==> config.mk <==
export PLATFORM = sky130hd
export DESIGN_NAME = port_wake_bank
export DESIGN_NICKNAME = d
export VERILOG_FILES = /design/src/logic/port_wake_pkg.sv /design/src/logic/port_wake_bank.sv /design/src/logic/port_wake_slice.sv
export VERILOG_INCLUDE_DIRS = /design/src /design/src/logic
export SDC_FILE = /design/constraint.sdc
export NUM_CORES = 1
export LEC_CHECK = 0
export ABC_AREA = 0
export BUFFER_PORTS_ARGS = -buffer_cell sky130_fd_sc_hd__clkbuf_2
export CORE_MARGIN = 2
export CORE_UTILIZATION = 45
export CTS_CLUSTER_SIZE = 40
export DETAILED_ROUTE_END_ITERATION = 8
export GPL_TIMING_DRIVEN = 1
export PLACE_DENSITY = 0.73
export SYNTH_ARGS = -nofsm -noshare
export SYNTH_HDL_FRONTEND = slang
export SYNTH_SLANG_ARGS = --single-unit
==> constraint.sdc <==
create_clock -name i_core_clk -period 1.6 [get_ports i_core_clk]
set_input_delay 0.08 -clock i_core_clk [delete_from_list [all_inputs] [get_ports i_core_clk]]
set_output_delay 0.08 -clock i_core_clk [all_outputs]
set_load 0.05 [all_outputs]
==> src/logic/port_wake_cfg.svh <==
// Constants for the per-port wake event and default tag register bank.
// Assumes byte-wide registers with a 16-bit address of the form 0xN0oo.
`ifndef PORT_WAKE_CFG_SVH
`define PORT_WAKE_CFG_SVH

// Register offsets inside one port's page
`define PWK_OFS_TAG_HIGH 8'h00
`define PWK_OFS_TAG_LOW 8'h01
`define PWK_OFS_EVT_FLAGS 8'h13
`define PWK_OFS_EVT_ENABLES 8'h17

// Address layout: port number digit and page offset
`define PWK_ADDR_PORT_MSB 15
`define PWK_ADDR_PORT_LSB 12
`define PWK_ADDR_OFS_MSB 7
`define PWK_ADDR_OFS_LSB 0
`define PWK_ADDR_GAP 4'h0

// Valid port numbers
`define PWK_PORT_FIRST 4'h1
`define PWK_PORT_LAST 4'h7

// Reset values
`define PWK_RST_TAG_HIGH 8'h00
`define PWK_RST_TAG_LOW 8'h01
`define PWK_RST_EVT 3'h0

// Event bit positions
`define PWK_BIT_MAGIC 2
`define PWK_BIT_LINK 1
`define PWK_BIT_ENERGY 0

// Default-tag high byte fields
`define PWK_TAG_PCP_MSB 7
`define PWK_TAG_PCP_LSB 5
`define PWK_TAG_DEI 4
`define PWK_TAG_VID_HI_MSB 3
`define PWK_TAG_VID_HI_LSB 0

// Ports 1 to 5 carry an integrated PHY, ports 6 and 7 are external MACs
`define PWK_PHY_PORT_MASK 7'h1F

`endif

==> src/logic/port_wake_pkg.sv <==
// Types shared by the wake event and default tag register bank.
// Assumes the constants of port_wake_cfg.svh.
package port_wake_pkg;

    typedef logic [7:0] reg_byte_type;
    typedef logic [15:0] reg_addr_type;
    typedef logic [2:0] wake_bits_type;
    typedef logic [15:0] vlan_tag_type;
    typedef logic [47:0] mac_addr_type;

endpackage : port_wake_pkg

==> src/logic/port_wake_bank.sv <==
// Per-port wake event and default VLAN tag registers for ports 1 to 7.
// Assumes a byte-wide management access port with one-cycle strobes,
// event pulses synchronous to i_core_clk, and the global switch MAC address
// supplied from the global register bank.
// Function
// - Each port 1..7 has its own register copy, selected by the address port digit.
// - Tag high byte is read-write: PCP[7:5], DEI[4], VID[11:8]; resets to zero.
// - Tag low byte is read-write VID[7:0], resets to one.
// - Magic packet counts only when destination equals the global switch MAC address.
// - Magic packet sets event bit 2, sticky until software write clears it.
// - Link up sets event bit 1, sticky until software write clears it.
// - Cable energy sets event bit 0, sticky until software write clears it.
// - Link and energy bits and enables work only on integrated PHY ports.
// - Magic enable bit 2 lets magic detection drive the power event pin.
// - Link enable bit 1 lets link-up detection drive the power event pin.
// - Energy enable bit 0 lets energy detection drive the power event pin.
`include "port_wake_cfg.svh"

module port_wake_bank #(
    parameter int NUM_PORTS = 7,
    parameter logic [6:0] PHY_PORT_MASK = `PWK_PHY_PORT_MASK
) (
    // Clock and reset
    input wire logic i_core_clk,
    input wire logic i_reset_n,
    // Management register access
    input wire port_wake_pkg::reg_addr_type i_reg_addr,
    input wire logic i_reg_wr,
    input wire logic i_reg_rd,
    input wire port_wake_pkg::reg_byte_type i_reg_wdata,
    output port_wake_pkg::reg_byte_type o_reg_rdata,
    output logic o_reg_rvalid,
    // Global switch MAC address
    input wire port_wake_pkg::mac_addr_type i_switch_mac,
    // Magic packet candidate from the receive path
    input wire logic i_magic_valid,
    input wire logic [2:0] i_magic_port,
    input wire port_wake_pkg::mac_addr_type i_magic_dest,
    // Per-port link and energy event pulses, bit 0 is port 1
    input wire logic [6:0] i_link_up_evt,
    input wire logic [6:0] i_energy_evt,
    // Outputs
    output port_wake_pkg::vlan_tag_type o_default_tag [NUM_PORTS],
    output logic o_power_event_pin
);

    // Address hits a valid port page with nothing in the gap digits
    function automatic logic page_hit(input port_wake_pkg::reg_addr_type addr, input int port);
        logic [3:0] digit;
        digit = addr[`PWK_ADDR_PORT_MSB:`PWK_ADDR_PORT_LSB];
        page_hit = (digit == 4'(port)) && (addr[11:8] == `PWK_ADDR_GAP);
    endfunction : page_hit

    port_wake_pkg::reg_byte_type slice_rdata [NUM_PORTS];
    logic [NUM_PORTS-1:0] slice_wake;
    logic [NUM_PORTS-1:0] slice_sel;
    logic [NUM_PORTS-1:0] magic_hit;
    logic mac_match;
    port_wake_pkg::reg_byte_type rdata_r;
    port_wake_pkg::reg_byte_type rdata_nxt;
    logic rvalid_r;
    logic rvalid_nxt;
    logic pin_r;
    logic pin_nxt;

    // Frames to any other address are ignored, even if well formed
    assign mac_match = i_magic_valid && (i_magic_dest == i_switch_mac);

    for (genvar p = 0; p < NUM_PORTS; p++) begin : g_port
        assign slice_sel[p] = page_hit(i_reg_addr, p + 1);
        assign magic_hit[p] = mac_match && (i_magic_port == 3'(p + 1));

        port_wake_slice #(
            .HAS_PHY(PHY_PORT_MASK[p])
        ) u_slice (
            .i_core_clk(i_core_clk),
            .i_reset_n(i_reset_n),
            .i_wr(i_reg_wr && slice_sel[p]),
            .i_offset(i_reg_addr[`PWK_ADDR_OFS_MSB:`PWK_ADDR_OFS_LSB]),
            .i_wdata(i_reg_wdata),
            .o_rdata(slice_rdata[p]),
            .i_magic_evt(magic_hit[p]),
            .i_link_evt(i_link_up_evt[p]),
            .i_energy_evt(i_energy_evt[p]),
            .o_default_tag(o_default_tag[p]),
            .o_wake_req(slice_wake[p])
        );
    end

    always_comb begin
        rdata_nxt = rdata_r;
        rvalid_nxt = i_reg_rd;
        if (i_reg_rd) begin
            rdata_nxt = 8'h00;
            for (int p = 0; p < NUM_PORTS; p++) begin
                if (slice_sel[p]) begin
                    rdata_nxt = slice_rdata[p];
                end
            end
        end
        // Level follows the enabled flags, so clearing the last enabled one drops the pin
        pin_nxt = |slice_wake;
    end

    always_ff @(posedge i_core_clk or negedge i_reset_n) begin
        if (!i_reset_n) begin
            rdata_r <= 8'h00;
            rvalid_r <= 1'b0;
            pin_r <= 1'b0;
        end else begin
            rdata_r <= rdata_nxt;
            rvalid_r <= rvalid_nxt;
            pin_r <= pin_nxt;
        end
    end

    assign o_reg_rdata = rdata_r;
    assign o_reg_rvalid = rvalid_r;
    assign o_power_event_pin = pin_r;

endmodule : port_wake_bank

==> src/logic/port_wake_slice.sv <==
// One port's copy of the default tag, wake event flags and wake enables.
// Assumes the parent decodes the port number and gives a one-cycle write strobe.
`include "port_wake_cfg.svh"

module port_wake_slice #(
    parameter bit HAS_PHY = 1'b1
) (
    // Clock and reset
    input wire logic i_core_clk,
    input wire logic i_reset_n,
    // Register access
    input wire logic i_wr,
    input wire logic [7:0] i_offset,
    input wire port_wake_pkg::reg_byte_type i_wdata,
    output port_wake_pkg::reg_byte_type o_rdata,
    // Detected events, one-cycle pulses
    input wire logic i_magic_evt,
    input wire logic i_link_evt,
    input wire logic i_energy_evt,
    // Results
    output port_wake_pkg::vlan_tag_type o_default_tag,
    output logic o_wake_req
);

    port_wake_pkg::reg_byte_type tag_high_r;
    port_wake_pkg::reg_byte_type tag_high_nxt;
    port_wake_pkg::reg_byte_type tag_low_r;
    port_wake_pkg::reg_byte_type tag_low_nxt;
    port_wake_pkg::wake_bits_type flags_r;
    port_wake_pkg::wake_bits_type flags_nxt;
    port_wake_pkg::wake_bits_type enables_r;
    port_wake_pkg::wake_bits_type enables_nxt;
    port_wake_pkg::wake_bits_type set_vec;
    port_wake_pkg::wake_bits_type clr_vec;
    port_wake_pkg::wake_bits_type phy_only;

    // External MAC ports have no link or energy sense at all
    assign phy_only = HAS_PHY ? 3'h7 : 3'h4;

    always_comb begin
        tag_high_nxt = tag_high_r;
        tag_low_nxt = tag_low_r;
        enables_nxt = enables_r;
        set_vec = 3'h0;
        clr_vec = 3'h0;
        set_vec[`PWK_BIT_MAGIC] = i_magic_evt;
        set_vec[`PWK_BIT_LINK] = i_link_evt;
        set_vec[`PWK_BIT_ENERGY] = i_energy_evt;
        if (i_wr && i_offset == `PWK_OFS_TAG_HIGH) begin
            tag_high_nxt = i_wdata;
        end else if (i_wr && i_offset == `PWK_OFS_TAG_LOW) begin
            tag_low_nxt = i_wdata;
        end else if (i_wr && i_offset == `PWK_OFS_EVT_FLAGS) begin
            clr_vec = i_wdata[2:0];
        end else if (i_wr && i_offset == `PWK_OFS_EVT_ENABLES) begin
            enables_nxt = i_wdata[2:0] & phy_only;
        end
        // A new event in the clearing cycle survives the clear
        flags_nxt = ((flags_r & ~clr_vec) | set_vec) & phy_only;
    end

    always_ff @(posedge i_core_clk or negedge i_reset_n) begin
        if (!i_reset_n) begin
            tag_high_r <= `PWK_RST_TAG_HIGH;
            tag_low_r <= `PWK_RST_TAG_LOW;
            flags_r <= `PWK_RST_EVT;
            enables_r <= `PWK_RST_EVT;
        end else begin
            tag_high_r <= tag_high_nxt;
            tag_low_r <= tag_low_nxt;
            flags_r <= flags_nxt;
            enables_r <= enables_nxt;
        end
    end

    always_comb begin
        if (i_offset == `PWK_OFS_TAG_HIGH) begin
            o_rdata = tag_high_r;
        end else if (i_offset == `PWK_OFS_TAG_LOW) begin
            o_rdata = tag_low_r;
        end else if (i_offset == `PWK_OFS_EVT_FLAGS) begin
            o_rdata = {5'h00, flags_r};
        end else if (i_offset == `PWK_OFS_EVT_ENABLES) begin
            o_rdata = {5'h00, enables_r};
        end else begin
            o_rdata = 8'h00;
        end
    end

    assign o_default_tag = {tag_high_r, tag_low_r};
    // Each event asks for wake only through its own enable
    assign o_wake_req = |(flags_r & enables_r);

endmodule : port_wake_slice

==> impl_metrics.ini, run 1 <==
[global_route]
overflow = 0
grt_first_pass_wirelength_mm = 40.6
grt_pass1_vias = 7341
grt_usage_pct = 26.8
grt_max_degree = 56
antenna_found_initial = 0

[synthesis]
synthTopCellsByArea = dfrtp_1 (45%), mux2_2 (19%), mux2i_1 (6.0%), xor2_1 (2.6%), o21ai_0 (2.4%)
syn_area_per_cell_sq_um = 11.7
synth_flop_cell = dfrtp_1
synthDominantCellAreaShare_pct = 44.7
synth_largest_area_cell = dfrtp_1
synth_cell_type_count = 59
syn_area_sq_um = 8340
syn-num-nets = 856
synth_cells = 714
synth-seq-cells = 156
yosysSeqAreaShare_pct = 46.9
async_reset_ff_share_pct = 100
yosysWarningCount = 0
synth-edff-count = 0

[cts]
cts-htree-levels = 4
clockRootBuffer = clkbuf_16
clock-sinks = 156
cts_tree = built
clock_path_buffers = 2
clk_latency_ns = 0.43
clkTransAtPathRegs_ns = 0.07
numCtsBuffers = 17

[timing]
period_minus_slack_ns = 1.62
grt_setup_unrepaired = yes
worst_slew_pin_slew_ns = 0.554
finalCritPeriodShare_pct = 101
slew_headroom_pct = 63.1
worst_slack_ns = -0.0212
slew_violations = 0
max_freq_mhz = 617
finalHoldViolCount = 0
setup-violations-final = 15
final.setup_skew_ns = 0.0108

[critical_path]
worstPathArrival_ns = 1.94
worstSetupEndpointType = flop
startpoint = i_reg_addr[9]
r2r_start = g_port[1].u_slice.tag_low_r[2]
start_kind = input pin
r2r-end = o_reg_rdata[2]
worstPathRequired_ns = 1.92
cp-endpoint = g_port[4].u_slice.tag_high_r[7]
r2r_cells = 6
path_max_fanout = 8
rrSetupSlack_ns = 0.05
critPathKind = in -> reg

[layout]
n_antenna_cell = 0
layout.nets = 1201
final_common_cell = clkbuf_2
drive_gt1_share_pct = 54.8
area_growth_syn_to_layout_pct = 42.2
final_cell_mix = clkbuf_2 (256), dfrtp_1 (149), mux2_2 (86), buf_4 (81), mux2_4 (55)
n_fill_cell = 1388
final_cell_count_no_fill = 1301

[detailed_routing]
wire_per_inst_um = 20.4
viasPerCell = 5.67
drt_iter0_drc = 514
route.detailed.drc = 11
drt-total-wl_mm = 26.6
dr_total_vias = 7375
firstDrtPassIters = 9
drtAntennaViolNets = 0

[power_and_ir_drop]
total_power_w = 0.00915
leakage_nw = 5.96
ir_worst_vdd_v = 0.000797
p_per_area_nw_per_um2 = 772

[die]
pin_count = 264
num_rows = 49
core_area_sq_um = 18100
fp.dieW_um = 140
die-area_sq_um = 19600
initial_core_util_pct = 46.1
dieHeight_um = 140

[placement]
dp.cells = 1255
dp_hpwl_mm = 20.0
portBuffers = 259
gp_congestion = 0.910

[hold_path]
min_path_type = in -> reg

[flow_run]
drv_cap = 0

[outcome]
outcome = complete, but fails checks
violations = design-rule violations, negative setup slack
==> worst max-delay path, cell delays in order <==
cell and delay [ns]:
buf_6 0.09, or4_4 0.58, nor4b_4 0.22, buf_4 0.19
nand3_4 0.16, nor2_8 0.24, mux2_2 0.37
==> synthesized netlist by cell type (5+ instances only) <==
| cell type | n |
|---|---|
| dfrtp_1 | 149 |
| mux2_2 | 141 |
| mux2i_1 | 50 |
| o21ai_0 | 40 |
| clkbuf_1 | 27 |
| xor2_1 | 25 |
| nand2_1 | 24 |
| a21oi_1 | 21 |
| nor2_1 | 21 |
| xnor2_1 | 20 |
| nand3_1 | 18 |
| o22ai_1 | 17 |
| nor4_1 | 10 |
| buf_1 | 9 |
| inv_1 | 9 |
| nand2b_1 | 9 |
| nand4_1 | 9 |
| o32ai_1 | 8 |
| buf_2 | 7 |
| dfstp_2 | 7 |
| nor2_2 | 6 |
| nor2b_1 | 6 |
| nor3_1 | 6 |
| a211oi_1 | 5 |
==> through the flow <==
stage          setup TNS, ns  hold slack [ns]  worst slack [ns]  util [%]  area [sq um]
2_1_floorplan         -39.91           -0.216            -0.506         -          8630
3_3_place_gp          -54.39           0.0121            -0.517      60.1         10900
3_5_place_dp          -57.69           0.0211            -0.536      60.1         10900
4_1_cts             -0.00115           0.0114          -0.00115      64.5         11700
5_1_grt                -1.86           0.0460           -0.0712      65.6         11900
6_report              -0.163           0.0425           -0.0212      65.6         11900
==> power breakdown <==
group	internal [W]	total [W]	switching, W
combinational	0.000388	0.000869	0.000481
sequential	0.00395	0.00396	0.00000731
clock	0.00266	0.00432	0.00165
total	0.00701	0.00915	0.00214
==> registers in the layout, summed over array words and instances, names as in the netlist <==
register,flops
g_port.u_slice.tag_low_r,56
g_port.u_slice.enables_r,17
o_reg_rvalid,1
g_port.u_slice.tag_high_r,56
g_port.u_slice.flags_r,17
o_power_event_pin,1
o_reg_rdata,8
==> worst min path at each step <==
stage                                      to  slack, ns  cells past startpoint       from
2_1_floorplan  g_port[0].u_slice.enables_r[0]      -0.22                      0  i_reset_n
3_3_place_gp   g_port[1].u_slice.tag_low_r[2]       0.01                      1  i_reset_n
3_5_place_dp   g_port[1].u_slice.tag_low_r[2]       0.02                      1  i_reset_n
4_1_cts                          o_reg_rvalid       0.01                      1   i_reg_rd
5_1_grt                          o_reg_rvalid       0.05                      1   i_reg_rd
6_report                         o_reg_rvalid       0.04                      1   i_reg_rd
==> final cells by class <==
type                       count  area (sq um)  area share (%)
clock buffer                  19           443            3.73
clock inverter                13           189            1.59
inverter                       9          33.8           0.285
multi-input combinational    506          4660            39.3
sequential                   156          3910            33.0
tap                          229           287            2.42
timing repair buffer         369          2340            19.7
==> timing repair <==
item / CTS / global route
hold buffers: 14 / 0
endpoints found under the setup margin: 19 / 100
pin swaps: 5 / 10
hold endpoints to repair: 165 / 0
gates resized for setup: 5 / 39
setup buffers: 0 / 0
==> cells by family (layout without fill, tap and decap cells) <==
logic type | after synthesis | after routing | share of synthesized area, %
flops | 156 | 156 | 46.9
buf+inv | 52 | 410 | 2.44
compound gates | 120 | 120 | 9.06
simple gates | 147 | 147 | 11.2
mux | 194 | 194 | 25.7
xor+xnor | 45 | 45 | 4.72
==> metal layers <==
metal	wire (um)	global-route usage, %
met2	12800	43.4
met3	1470	4.85
met5	0	0
met1	11700	36.8
met4	568	8.72
Power figures use the tool's default switching activity.
==> run 2: changes to the inputs <==
--- a/config.mk
+++ b/config.mk
@@ -13,7 +13,7 @@
 export CTS_CLUSTER_SIZE = 40
 export DETAILED_ROUTE_END_ITERATION = 8
 export GPL_TIMING_DRIVEN = 1
-export PLACE_DENSITY = 0.73
+export PLACE_DENSITY = 0.76
 export SYNTH_ARGS = -nofsm -noshare
 export SYNTH_HDL_FRONTEND = slang
 export SYNTH_SLANG_ARGS = --single-unit
==> constraint.sdc (replaced) <==
create_clock -name i_core_clk -period 1.4 [get_ports i_core_clk]
set_input_delay 0.07 -clock i_core_clk [delete_from_list [all_inputs] [get_ports i_core_clk]]
set_output_delay 0.07 -clock i_core_clk [all_outputs]
set_load 0.05 [all_outputs]
==> impl_metrics.ini, run 2 (synthesis results as in run 1) <==
[placement]
gp_congestion = 0.912
dp_hpwl_mm = 21.0
portBuffers = 259
dpl_cell_area_sq_um = 11300
pre_cts_ws_ns = -0.771

[cts]
numCtsBuffers = 17
clk_latency_ns = 0.44
clockRootBuffer = clkbuf_16
cts-htree-levels = 4
clock-sinks = 156
clkTransAtPathRegs_ns = 0.07
cts_tree = built
clock_path_buffers = 2

[timing]
final.setup_skew_ns = 0.00978
setup_tns_ns = -19.12
worst_slack_ns = -0.306
worst_slew_pin_slew_ns = 0.454
finalHoldViolCount = 0
slew_headroom_pct = 69.8
grt_setup_unrepaired = yes
period_minus_slack_ns = 1.71
slew_violations = 0
finalCritPeriodShare_pct = 122
max_freq_mhz = 586
setup-violations-final = 131

[detailed_routing]
firstDrtPassIters = 9
drt_iter0_drc = 517
wire_per_inst_um = 21.1
route.detailed.drc = 11
drtAntennaViolNets = 0
viasPerCell = 5.65
drt-total-wl_mm = 29.0
dr_total_vias = 7751

[layout]
design_area_sq_um = 12800
final_common_cell = clkbuf_2
area_growth_syn_to_layout_pct = 53.0
n_antenna_cell = 0
drive_gt1_share_pct = 60.2
reg.largest.list = g_port.u_slice.tag_high_r x56, g_port.u_slice.tag_low_r x56
layout.nets = 1272
final_cell_mix = clkbuf_2 (252), dfrtp_1 (149), buf_4 (137), mux2_4 (75), mux2_2 (67)
fin_util_pct = 70.6

[critical_path]
critPathKind = in -> reg
path_max_fanout = 4
slowest_stage = or4_4
worstPathRequired_ns = 1.75
r2r_start = g_port[2].u_slice.tag_low_r[1]
start_kind = input pin
worstSetupEndpointType = flop
critical_path.cell_chain = buf_6, or4_4, buf_6, nor4_4, buf_4, o211ai_1, a221oi_1, nor3_1, o31ai_1
startpoint = i_reg_addr[10]
max_stage_delay_ns = 0.59
cp_common_cell = buf_6
worstPathArrival_ns = 2.05

[hold_path]
worstHoldStart = i_reg_wdata[2]
min_path_type = in -> reg

[die]
initial_core_util_pct = 46.1
core_area_sq_um = 18100
num_rows = 49
fp.dieW_um = 140
die-area_sq_um = 19600
dieHeight_um = 140
pin_count = 264

[global_route]
grt_usage_pct = 28.6
overflow = 0
grt_pass1_vias = 7926
grt_first_pass_wirelength_mm = 43.5
grt_max_degree = 75
antenna_found_initial = 0

[power_and_ir_drop]
ir_worst_vdd_v = 0.000879
p_per_area_nw_per_um2 = 784
leakage_nw = 6.36

[outcome]
outcome = complete, but fails checks
violations = design-rule violations, negative setup slack

[flow_run]
drv_cap = 0
[run 2: stage by stage]
stage                     power (W)  hold WS, ns  std cells
after CTS                    0.0100       0.0718       1366
after global placement      0.00557       0.0748       1309
final                        0.0100        0.117       1372
after detailed placement    0.00559       0.0761       1309
after global routing         0.0103        0.118       1372
after floorplan             0.00503       -0.226        714
[run 2: routing by layer]
metal | up-vias | routed length [um] | track usage (%)
met4 | 0 | 641 | 9.73
met5 | - | 0 | 0
met2 | 358 | 14500 | 47.2
met3 | 59 | 1720 | 4.62
met1 | 3858 | 12100 | 38.6
li1 | 3476 | - | -
[run 2: area by class of cell]
class,instances,area [sq um]
Fill cell,1220,5320
Multi-Input combinational cell,506,5020
Sequential cell,156,3910
Timing Repair Buffer,440,2950
Clock buffer,17,425
Tap cell,229,287
Clock inverter,15,129
Inverter,9,33.8
[run 2: power breakdown]
group,switching (W),total [W],internal (W)
clock network,0.00206,0.00439,0.00233
logic,0.000604,0.00109,0.000490
registers,0.00000732,0.00452,0.00452
[run 2: critical path: cells and delay by family]
family          cells  cell delay, ns
compound gates      3            0.70
simple gates        3            0.88
buf+inv             3            0.40
[run 2: worst paths after layout]
kind | end | slack, ns | cells after the start
max | o_reg_rdata[2] | -0.31 | 9
max reg2reg | o_reg_rdata[1] | -0.19 | 7
min | g_port[6].u_slice.tag_low_r[2] | 0.12 | 2
min reg2reg | g_port[1].u_slice.flags_r[1] | 0.53 | 1
min in group asynchronous | g_port[2].u_slice.tag_high_r[4] | 0.16 | 3
max in group asynchronous | g_port[0].u_slice.tag_low_r[0] | 0.82 | 3
[run 2: timing repair]
| item | CTS | global route |
|---|---|---|
| endpoints found under the hold margin | 174 | 0 |
| setup endpoints to repair | 144 | 144 |
| setup buffers | 10 | 7 |
| hold buffers | 15 | 0 |
| pin swaps | 22 | 26 |
| resized for setup | 73 | 59 |
